--- src/design/odscl_map.vh ---
// Purpose: Register offsets, field positions, reset values and timing counts
// Assumes: 20 MHz reference clock
// Notes:   Definitions only
`ifndef ODSCL_MAP_VH
`define ODSCL_MAP_VH
// ----------------------------------------------------------------------
// Register indices
// ----------------------------------------------------------------------
`define ODSCL_REG_OUT      3'h0
`define ODSCL_REG_MODE     3'h1
`define ODSCL_REG_OLEN     3'h2
`define ODSCL_REG_CFG      3'h3
`define ODSCL_REG_OLLAT    3'h4
`define ODSCL_REG_THLAT    3'h5
`define ODSCL_REG_GLLAT    3'h6
`define ODSCL_REG_ABOVE    3'h7
// ----------------------------------------------------------------------
// Commands (low seven bits of the command byte)
// ----------------------------------------------------------------------
`define ODSCL_CMD_OUT      7'h00
`define ODSCL_CMD_MODE     7'h01
`define ODSCL_CMD_OLEN     7'h02
`define ODSCL_CMD_CFG      7'h03
`define ODSCL_CMD_READ     7'h20
`define ODSCL_CMD_STATUS   7'h30
// ----------------------------------------------------------------------
// Fields and reset values
// ----------------------------------------------------------------------
`define ODSCL_CFG_MASK     8'h1F
`define ODSCL_CFG_SCOFF    4
`define ODSCL_CFG_JUP      3
`define ODSCL_CFG_JDN      2
`define ODSCL_GL_CKERR     4
`define ODSCL_GL_CRC       6
`define ODSCL_RST_BYTE     8'h00
`define ODSCL_CODE_PP      2'h1
`define ODSCL_CODE_OL      2'h2
// ----------------------------------------------------------------------
// Timing
// ----------------------------------------------------------------------
`define ODSCL_CLK_HZ       20000000
`define ODSCL_STRETCH_MS   200
`define ODSCL_STRETCH_CYC  (`ODSCL_CLK_HZ / 1000 * `ODSCL_STRETCH_MS)
`endif

--- src/design/odscl_core.v ---
// Purpose: SPI command logic of an eight-channel high-side/push-pull driver
// Assumes: SPI mode with data sampled on rising and shifted on falling clock
// Notes:   Link pins are oversampled by ref_clk through three-stage syncs
`timescale 1ns/10ps
`include "odscl_map.vh"
module odscl_core #(
   parameter STRETCH_CYC   = `ODSCL_STRETCH_CYC,
   parameter PAR_CFG_ALLOW = 1
) (
   input  wire       ref_clk,
   input  wire       resetn,
   input  wire       spi_sclk,
   input  wire       spi_csn,
   input  wire       spi_mosi,
   output reg        spi_miso,
   input  wire       serial_setting_select,
   input  wire       command_select,
   input  wire       setup_select,
   input  wire       long_word_select,
   input  wire       open_load_pin,
   input  wire [7:0] in_pins,
   input  wire [7:0] thermal_trip,
   input  wire [7:0] open_load_det,
   input  wire [7:0] above_7v,
   input  wire [7:0] slow_mode,
   input  wire [7:0] above_supply_flag,
   input  wire [7:0] global_fault_in,
   input  wire [7:0] short_circuit,
   input  wire       check_error,
   output reg  [7:0] high_switch,
   output reg  [7:0] low_switch,
   output reg  [7:0] pushpull_select,
   output reg  [7:0] open_load_enable,
   output reg  [1:0] watchdog_period,
   output reg  [1:0] channel_coupling,
   output reg        clock_count_error,
   output reg        fault_n
);
   // ----------------------------------------------------------------------
   // Pin synchronisers
   // ----------------------------------------------------------------------
   reg  [2:0] sclk_s_r;
   reg  [2:0] csn_s_r;
   reg  [2:0] mosi_s_r;
   reg        sclk_q_r;
   reg        csn_q_r;
   reg        mosi_q_r;
   // A level counts only once stages two and three agree
   always @(posedge ref_clk) begin
      if (!resetn) begin
         sclk_s_r <= 3'h0;
         sclk_q_r <= 1'b0;
      end else begin
         sclk_s_r <= {sclk_s_r[1:0], spi_sclk};
         if (sclk_s_r[1] == sclk_s_r[2])
            sclk_q_r <= sclk_s_r[2];
      end
   end

   always @(posedge ref_clk) begin
      if (!resetn) begin
         csn_s_r <= 3'h7;
         csn_q_r <= 1'b1;
      end else begin
         csn_s_r <= {csn_s_r[1:0], spi_csn};
         if (csn_s_r[1] == csn_s_r[2])
            csn_q_r <= csn_s_r[2];
      end
   end

   always @(posedge ref_clk) begin
      if (!resetn) begin
         mosi_s_r <= 3'h0;
         mosi_q_r <= 1'b0;
      end else begin
         mosi_s_r <= {mosi_s_r[1:0], spi_mosi};
         if (mosi_s_r[1] == mosi_s_r[2])
            mosi_q_r <= mosi_s_r[2];
      end
   end
   wire sclk_new = (sclk_s_r[1] == sclk_s_r[2]) ? sclk_s_r[2] : sclk_q_r;
   wire csn_new  = (csn_s_r[1] == csn_s_r[2]) ? csn_s_r[2] : csn_q_r;
   wire sclk_rise = sclk_new & ~sclk_q_r;
   wire sclk_fall = ~sclk_new & sclk_q_r;
   wire cs_fall   = ~csn_new & csn_q_r;
   wire cs_rise   = csn_new & ~csn_q_r;
   wire in_frame  = ~csn_q_r;

   // ----------------------------------------------------------------------
   // Fault stretching
   // ----------------------------------------------------------------------
   // One counter per stretched source keeps short blips visible to readback
   wire [7:0] th_str;
   wire [7:0] ol_str;
   wire       tg_str;
   genvar g;
   generate
      for (g = 0; g < 17; g = g + 1) begin : g_str
         reg [31:0] cnt_r;
         wire       src;
         if (g < 8) begin : g_t
            assign src = thermal_trip[g];
            assign th_str[g] = src | (cnt_r != 32'h0000_0000);
         end else if (g < 16) begin : g_o
            assign src = open_load_det[g-8];
            assign ol_str[g-8] = src | (cnt_r != 32'h0000_0000);
         end else begin : g_g
            assign src = global_fault_in[3];
            assign tg_str = src | (cnt_r != 32'h0000_0000);
         end
         always @(posedge ref_clk) begin
            if (!resetn)
               cnt_r <= 32'h0000_0000;
            else if (src)
               cnt_r <= STRETCH_CYC;
            else if (cnt_r != 32'h0000_0000)
               cnt_r <= cnt_r - 32'h0000_0001;
         end
      end
   endgenerate

   // ----------------------------------------------------------------------
   // Real-time status
   // ----------------------------------------------------------------------
   wire [7:0] alarm_rt = th_str | ol_str;
   wire [7:0] level_rt = setup_select ? slow_mode : above_7v;
   wire [7:0] glob_rt  = {global_fault_in[7], check_error,
                          global_fault_in[5], clock_count_error,
                          tg_str, global_fault_in[2:0]};

   // ----------------------------------------------------------------------
   // Registers
   // ----------------------------------------------------------------------
   reg  [7:0]  out_set_r;
   reg  [7:0]  mode_r;
   reg  [7:0]  olen_r;
   reg  [7:0]  cfg_r;
   reg  [7:0]  ol_lat_r;
   reg  [7:0]  th_lat_r;
   reg  [7:0]  gl_lat_r;
   reg         fault_lat_r;
   reg  [15:0] rx_r;
   reg  [15:0] tx_r;
   reg  [15:0] resp_r;
   reg  [4:0]  bitcnt_r;
   reg  [7:0]  prev_th_r;
   reg  [7:0]  prev_ol_r;
   reg  [7:0]  prev_gl_r;
   reg  [7:0]  dir_out_r;
   reg  [7:0]  dir_pp_r;
   reg  [7:0]  dir_ol_r;

   // ----------------------------------------------------------------------
   // Frame decode
   // ----------------------------------------------------------------------
   wire       serial_cmd = serial_setting_select & command_select;
   wire       cfg_ok = serial_setting_select | (PAR_CFG_ALLOW != 0);
   // A frame with no clocks at all is refused as well
   wire       frame_ok = (bitcnt_r[2:0] == 3'h0) && (bitcnt_r != 5'h00)
                         && !check_error;
   wire [6:0] cmd = rx_r[14:8];
   wire [7:0] dat = rx_r[7:0];
   wire       zclr = rx_r[15] & command_select;

   // Response for the command just received, sent in the next frame
   reg  [15:0] resp_nxt;
   always @* begin
      resp_nxt = {alarm_rt, level_rt};
      if (cmd == `ODSCL_CMD_READ) begin
         case (dat[2:0])
            `ODSCL_REG_OUT:   resp_nxt = {8'h00, out_set_r};
            `ODSCL_REG_MODE:  resp_nxt = {8'h00, mode_r};
            `ODSCL_REG_OLEN:  resp_nxt = {8'h00, olen_r};
            `ODSCL_REG_CFG:   resp_nxt = {8'h00, cfg_r};
            `ODSCL_REG_OLLAT: resp_nxt = {ol_str, ol_lat_r};
            `ODSCL_REG_THLAT: resp_nxt = {th_str, th_lat_r};
            `ODSCL_REG_GLLAT: resp_nxt = {glob_rt, gl_lat_r};
            default:          resp_nxt = {above_supply_flag, 8'h00};
         endcase
      end
   end

   // ----------------------------------------------------------------------
   // Driver steering terms
   // ----------------------------------------------------------------------
   wire       sc_alarm = |short_circuit & ~cfg_r[`ODSCL_CFG_SCOFF];
   wire [7:0] alarm_fault = alarm_rt | {7'h00, sc_alarm | tg_str};
   wire [7:0] drive = serial_setting_select
                      ? (command_select ? out_set_r : dir_out_r)
                      : in_pins;
   wire [7:0] pp_eff = command_select ? mode_r : dir_pp_r;
   wire [7:0] ol_dir = dir_ol_r | (open_load_pin ? ~dir_pp_r : 8'h00);
   wire [7:0] ol_eff = command_select ? olen_r : ol_dir;
   wire       couple = cfg_r[`ODSCL_CFG_JUP] & cfg_r[`ODSCL_CFG_JDN];
   wire       cfg_upd = cfg_ok | ~command_select;
   // Low switch follows the mode of the same cycle, never a stale one
   wire [7:0] pp_nxt = cfg_upd ? (couple ? 8'h00 : pp_eff)
                               : pushpull_select;
   wire       dir_word = frame_ok && serial_setting_select
                         && !command_select && (bitcnt_r == 5'h10);

   // ----------------------------------------------------------------------
   // Link shifter
   // ----------------------------------------------------------------------
   always @(posedge ref_clk) begin
      if (!resetn) begin
         rx_r     <= 16'h0000;
         tx_r     <= 16'h0000;
         bitcnt_r <= 5'h00;
         spi_miso <= 1'b0;
      end else begin
         // Status is captured at frame start; with command_select high it was captured at the previous frame end
         if (cs_fall) begin
            bitcnt_r <= 5'h00;
            tx_r     <= command_select ? resp_r
                                       : {alarm_rt, level_rt};
            spi_miso <= command_select ? resp_r[15] : alarm_rt[7];
         end else if (in_frame && sclk_rise) begin
            rx_r <= {rx_r[14:0], mosi_q_r};
            if (bitcnt_r != 5'h1F)
               bitcnt_r <= bitcnt_r + 5'h01;
         end else if (in_frame && sclk_fall && bitcnt_r != 5'h00) begin
            tx_r     <= {tx_r[14:0], 1'b0};
            spi_miso <= tx_r[14];
         end
      end
   end

   // ----------------------------------------------------------------------
   // Latched faults
   // ----------------------------------------------------------------------
   // A new event in the clearing cycle wins over the clear
   always @(posedge ref_clk) begin
      if (!resetn) begin
         ol_lat_r    <= 8'h00;
         th_lat_r    <= 8'h00;
         gl_lat_r    <= 8'h00;
         fault_lat_r <= 1'b0;
         prev_th_r   <= 8'h00;
         prev_ol_r   <= 8'h00;
         prev_gl_r   <= 8'h00;
      end else begin
         prev_th_r <= th_str;
         prev_ol_r <= ol_str;
         prev_gl_r <= glob_rt;
         if (cs_rise && zclr && frame_ok) begin
            ol_lat_r    <= ol_str & ~prev_ol_r;
            th_lat_r    <= th_str & ~prev_th_r;
            gl_lat_r    <= glob_rt & ~prev_gl_r;
            fault_lat_r <= |alarm_fault;
         end else begin
            ol_lat_r    <= ol_lat_r | (ol_str & ~prev_ol_r);
            th_lat_r    <= th_lat_r | (th_str & ~prev_th_r);
            gl_lat_r    <= gl_lat_r | (glob_rt & ~prev_gl_r);
            if (|alarm_fault)
               fault_lat_r <= 1'b1;
         end
      end
   end

   // ----------------------------------------------------------------------
   // Command registers
   // ----------------------------------------------------------------------
   always @(posedge ref_clk) begin
      if (!resetn) begin
         out_set_r         <= `ODSCL_RST_BYTE;
         mode_r            <= `ODSCL_RST_BYTE;
         olen_r            <= `ODSCL_RST_BYTE;
         cfg_r             <= `ODSCL_RST_BYTE;
         resp_r            <= 16'h0000;
         clock_count_error <= 1'b0;
      end else if (cs_rise) begin
         clock_count_error <= (bitcnt_r[2:0] != 3'h0);
         if (frame_ok && command_select) begin
            resp_r <= resp_nxt;
            case (cmd)
               `ODSCL_CMD_OUT:  out_set_r <= dat;
               `ODSCL_CMD_MODE: mode_r <= dat;
               `ODSCL_CMD_OLEN: olen_r <= dat;
               `ODSCL_CMD_CFG:
                  cfg_r <= dat & `ODSCL_CFG_MASK;
               default: ;
            endcase
         end
      end
   end

   // ----------------------------------------------------------------------
   // Direct-mode registers
   // ----------------------------------------------------------------------
   // Channel code with setup_select low: drive bit in the high byte, mode bit in the low byte
   always @(posedge ref_clk) begin
      if (!resetn) begin
         dir_out_r <= 8'h00;
         dir_pp_r  <= 8'h00;
         dir_ol_r  <= 8'h00;
      end else if (cs_rise && dir_word) begin
         if (!setup_select) begin
            dir_out_r <= rx_r[15:8];
            dir_pp_r  <= rx_r[7:0];
         end else begin
            dir_pp_r <= ~rx_r[15:8] & rx_r[7:0];
            dir_ol_r <= rx_r[15:8] & ~rx_r[7:0];
         end
      end
   end

   // ----------------------------------------------------------------------
   // Driver outputs
   // ----------------------------------------------------------------------
   always @(posedge ref_clk) begin
      if (!resetn) begin
         high_switch <= 8'h00;
         low_switch  <= 8'h00;
         fault_n     <= 1'b1;
      end else begin
         high_switch <= drive & ~th_str;
         low_switch  <= ~drive & pp_nxt & ~th_str;
         fault_n <= serial_cmd ? ~fault_lat_r
                               : ~((|alarm_fault) | clock_count_error);
      end
   end

   // ----------------------------------------------------------------------
   // Configuration outputs
   // ----------------------------------------------------------------------
   always @(posedge ref_clk) begin
      if (!resetn) begin
         pushpull_select  <= 8'h00;
         open_load_enable <= 8'h00;
         watchdog_period  <= 2'h0;
         channel_coupling <= 2'h0;
      end else if (cfg_upd) begin
         pushpull_select  <= pp_nxt;
         open_load_enable <= ol_eff;
         watchdog_period  <= cfg_r[1:0];
         channel_coupling <= cfg_r[3:2];
      end
   end
endmodule // odscl_core

--- config.mk ---
export PLATFORM = sky130hd
export DESIGN_NAME = odscl_core
export DESIGN_NICKNAME = d
export VERILOG_FILES = /design/src/design/odscl_core.v
export VERILOG_INCLUDE_DIRS = /design/src /design/src/design
export SDC_FILE = /design/constraint.sdc
export NUM_CORES = 2
export LEC_CHECK = 0
export ABC_CLOCK_PERIOD_IN_PS = 5500
export BUFFER_PORTS_ARGS = -buffer_cell sky130_fd_sc_hd__buf_4
export CAP_MARGIN = 30
export CORE_ASPECT_RATIO = 1.25
export CORE_UTILIZATION = 66
export CTS_CLUSTER_SIZE = 20
export DETAILED_ROUTE_END_ITERATION = 8
export GPL_TIMING_DRIVEN = 1
export PLACE_DENSITY = 0.84
export SYNTH_ARGS = -nofsm -noshare
export SYNTH_HDL_FRONTEND = slang
export SYNTH_SLANG_ARGS = --single-unit
--- constraint.sdc ---
create_clock -name ref_clk -period 5.5 [get_ports ref_clk]
set_clock_uncertainty 0.15 [all_clocks]
set_input_delay 1.1 -clock ref_clk [delete_from_list [all_inputs] [get_ports ref_clk]]
set_output_delay 1.1 -clock ref_clk [all_outputs]
set_load 0.05 [all_outputs]
==> impl_metrics.env <==
export IMPL_die_w_um=202
export IMPL_max_slew_margin_rel=0.293
export IMPL_p_per_area_nw_per_um2=366
export IMPL_ys_types=71
export IMPL_coreArea_um2=49400
export IMPL_cts_root_buf="clkbuf_16"
export IMPL_ys_warn_count=0
export IMPL_numCtsBuffers=74
export IMPL_hpwl_um=51300
export IMPL_port_buffer_count=110
export IMPL_rsz0062_at_grt="false"
export IMPL_syn_to_final_growth_pct=11.8
export IMPL_grtUsageMet2=0.520
export IMPL_crit_arrival_ps=4410
export IMPL_netlist_instances=3878
export IMPL_die_area_um2=51000
export IMPL_synth_edff_count=0
export IMPL_setup_viol=0
export IMPL_routedWlPerCell_um=16.8
export IMPL_die_h_um=252
export IMPL_grt_pass1_vias=26400
export IMPL_fin_crit_sh=0.727
export IMPL_avgSynthCellArea_um2=8.53
export IMPL_grt_max_degree=118
export IMPL_start_kind="flop"
export IMPL_async_flop_share=0
export IMPL_max_cap_violations=0
export IMPL_final_setup_tns_ps=0
export IMPL_worstMarginPinSlew_ps=1030
export IMPL_row_count=91
export IMPL_synth_fp_nets=3990
export IMPL_ys_top_cells_by_area="dfxtp_1, nor2_1, xnor2_1"
export IMPL_critPathKind="flop to flop"
export IMPL_synthTopCellsByCount="dfxtp_1, nor2_1, nand2_1"
export IMPL_syn_area_um2=33100
export IMPL_clkPwrFrac=0.399
export IMPL_use_met1=0.367
export IMPL_finalNonFillerCells=4640
export IMPL_p_leak_nw=14.2
export IMPL_wirelength_um=78100
export IMPL_grtUsageTotal=0.303
export IMPL_path_clk_slew_ps=60
export IMPL_drc=0
export IMPL_synthFlopType="dfxtp_1"
export IMPL_cts_tree="built"
export IMPL_drive_gt1_frac=0.0757
export IMPL_cts_sinks=749
export IMPL_outcome="completed"
export IMPL_timing_fmax_mhz=250
export IMPL_clk_latency_ps=630
export IMPL_top_usage_layer="met2"
export IMPL_ant_nets=0
export IMPL_switching_share=0.269
export IMPL_final_nets=4040
export IMPL_intPower_mw=9.88
export IMPL_final_max_slew_viol_count=0
export IMPL_hold_viol=0
export IMPL_grt_overflow_total=0
export IMPL_yosys_cell_count_top_type="dfxtp_1"
export IMPL_grt_antenna_before_repair=2
export IMPL_post_cts_resized=0
export IMPL_post_route_util=0.748
export IMPL_crit_path_end_kind="flop"
export IMPL_ys_ff_latch=749
export IMPL_min_path_type="flop to flop"
export IMPL_switching_power_mw=3.64
export IMPL_numPlacedInstances=4501
export IMPL_seq_area_frac_synth=0.453
export IMPL_p_seq_frac=0.446
export IMPL_gp_congestion=0.889
export IMPL_ir_worst_vdd_uv=277
export IMPL_met3_usage=0.0530
export IMPL_grt_pass1_wl_um=129000
export IMPL_drt_iter0_markers=1870
export IMPL_start_util=0.670
export IMPL_first_pass_iters=6
export IMPL_holdBufCountCts=0
export IMPL_period_minus_slack_ps=4000
export IMPL_htree_levels=3
export IMPL_post_cts_buffers=0
export IMPL_clock_path_buffers=3
export IMPL_vias=27700
export IMPL_vias_per_cell=5.96
export IMPL_yosys_area_top_type="dfxtp_1"
export IMPL_critPathMaxFanout=10
export IMPL_pwr_share_comb=0.155
export IMPL_synth_top_cell_area_share=0.453
export IMPL_boundaryPins=114
export IMPL_critPathRequiredTime_ps=5910
worst max-delay path, cell delays in order (launching register included):
cell      delay, ps
dfxtp_1         350
or4_1           610
nor4b_1         510
nand4b_1        520
nor4_1         1020
nand4_1         230
nor4_2          330
a311o_1         210
flip-flops by register name (all words and copies together) (netlist names), 15 cells and up:
register,flops
resp_r,16
tx_r,15
rx_r,16
g_str.cnt_r,544
worst paths after layout:
path                                                        from                endpoint  slack [ps]  cells past startpoint
worst max register to register  g_str[15].cnt_r[14]$_SDFFE_PP0P_      fault_n$_SDFF_PN1_        1500                      7
worst min-delay path                     prev_gl_r[7]$_SDFF_PN0_  gl_lat_r[7]$_SDFF_PN0_         260                      1
worst min register to register           prev_gl_r[7]$_SDFF_PN0_  gl_lat_r[7]$_SDFF_PN0_         260                      1
worst max-delay path            g_str[15].cnt_r[14]$_SDFFE_PP0P_      fault_n$_SDFF_PN1_        1500                      7
power by group through the flow:
stage | registers (mW) | logic [mW] | clock network (mW)
floorplan | 6.08 | 1.65 | 0
global placement | 6.12 | 1.99 | 0
detailed placement | 6.13 | 2.04 | 0
CTS | 6.02 | 2.09 | 5.46
global route | 6.07 | 2.34 | 5.69
finish | 6.03 | 2.10 | 5.40
through the flow:
step	worst slack (ps)	area [µm²]	total power, mW	hold slack (ps)
2_1_floorplan	2140	33100	7.73	236
3_5_place_dp	1200	34300	8.17	250
4_1_cts	1640	37000	13.6	259
6_report	1500	37000	13.5	258
5_1_grt	1370	37000	14.1	258
3_3_place_gp	1250	34300	8.11	240
cell families after synthesis:
logic type               synth area share
adder cells (fa/ha/maj)            0.0140
XOR/XNOR                            0.118
multiplexers                       0.0225
flip-flops                          0.453
AO/OA/AOI/OAI                      0.0965
buffers and inverters              0.0280
AND/OR/NAND/NOR                     0.268
layout make-up:
| class | count | area, µm² |
|---|---|---|
| clock inverter | 23 | 320 |
| clock buffer | 112 | 2300 |
| multi-input combinational | 2886 | 17200 |
| sequential | 749 | 15000 |
| fill | 3653 | 12400 |
| timing repair buffer | 132 | 1020 |
| antenna | 2 | 5.00 |
| inverter | 85 | 324 |
| tap | 651 | 815 |
cell usage in the layout (no fill, tap or decap), drive strengths merged, types with 20 or more instances in the layout:
cell,n
buf,132
nand2,337
xnor2,255
nand3b,27
nor3,170
nor4,134
and3,20
nand4,34
or4,97
clkbuf,112
xor2,190
or3,100
and2,27
ha,37
dfxtp,749
a211oi,43
nand2b,33
inv,81
o21ai,95
a21oi,231
o31ai,27
nor2,663
mux2i,54
nand3,76
o21a,43
metal layers:
layer  wire length, µm  up-vias
met2             38200      801
met1             31900    13100
met3              4640      190
met5                 0        -
li1                  -    13600
met4              3430        0
No activity file was read; power rests on OpenSTA's default activity.
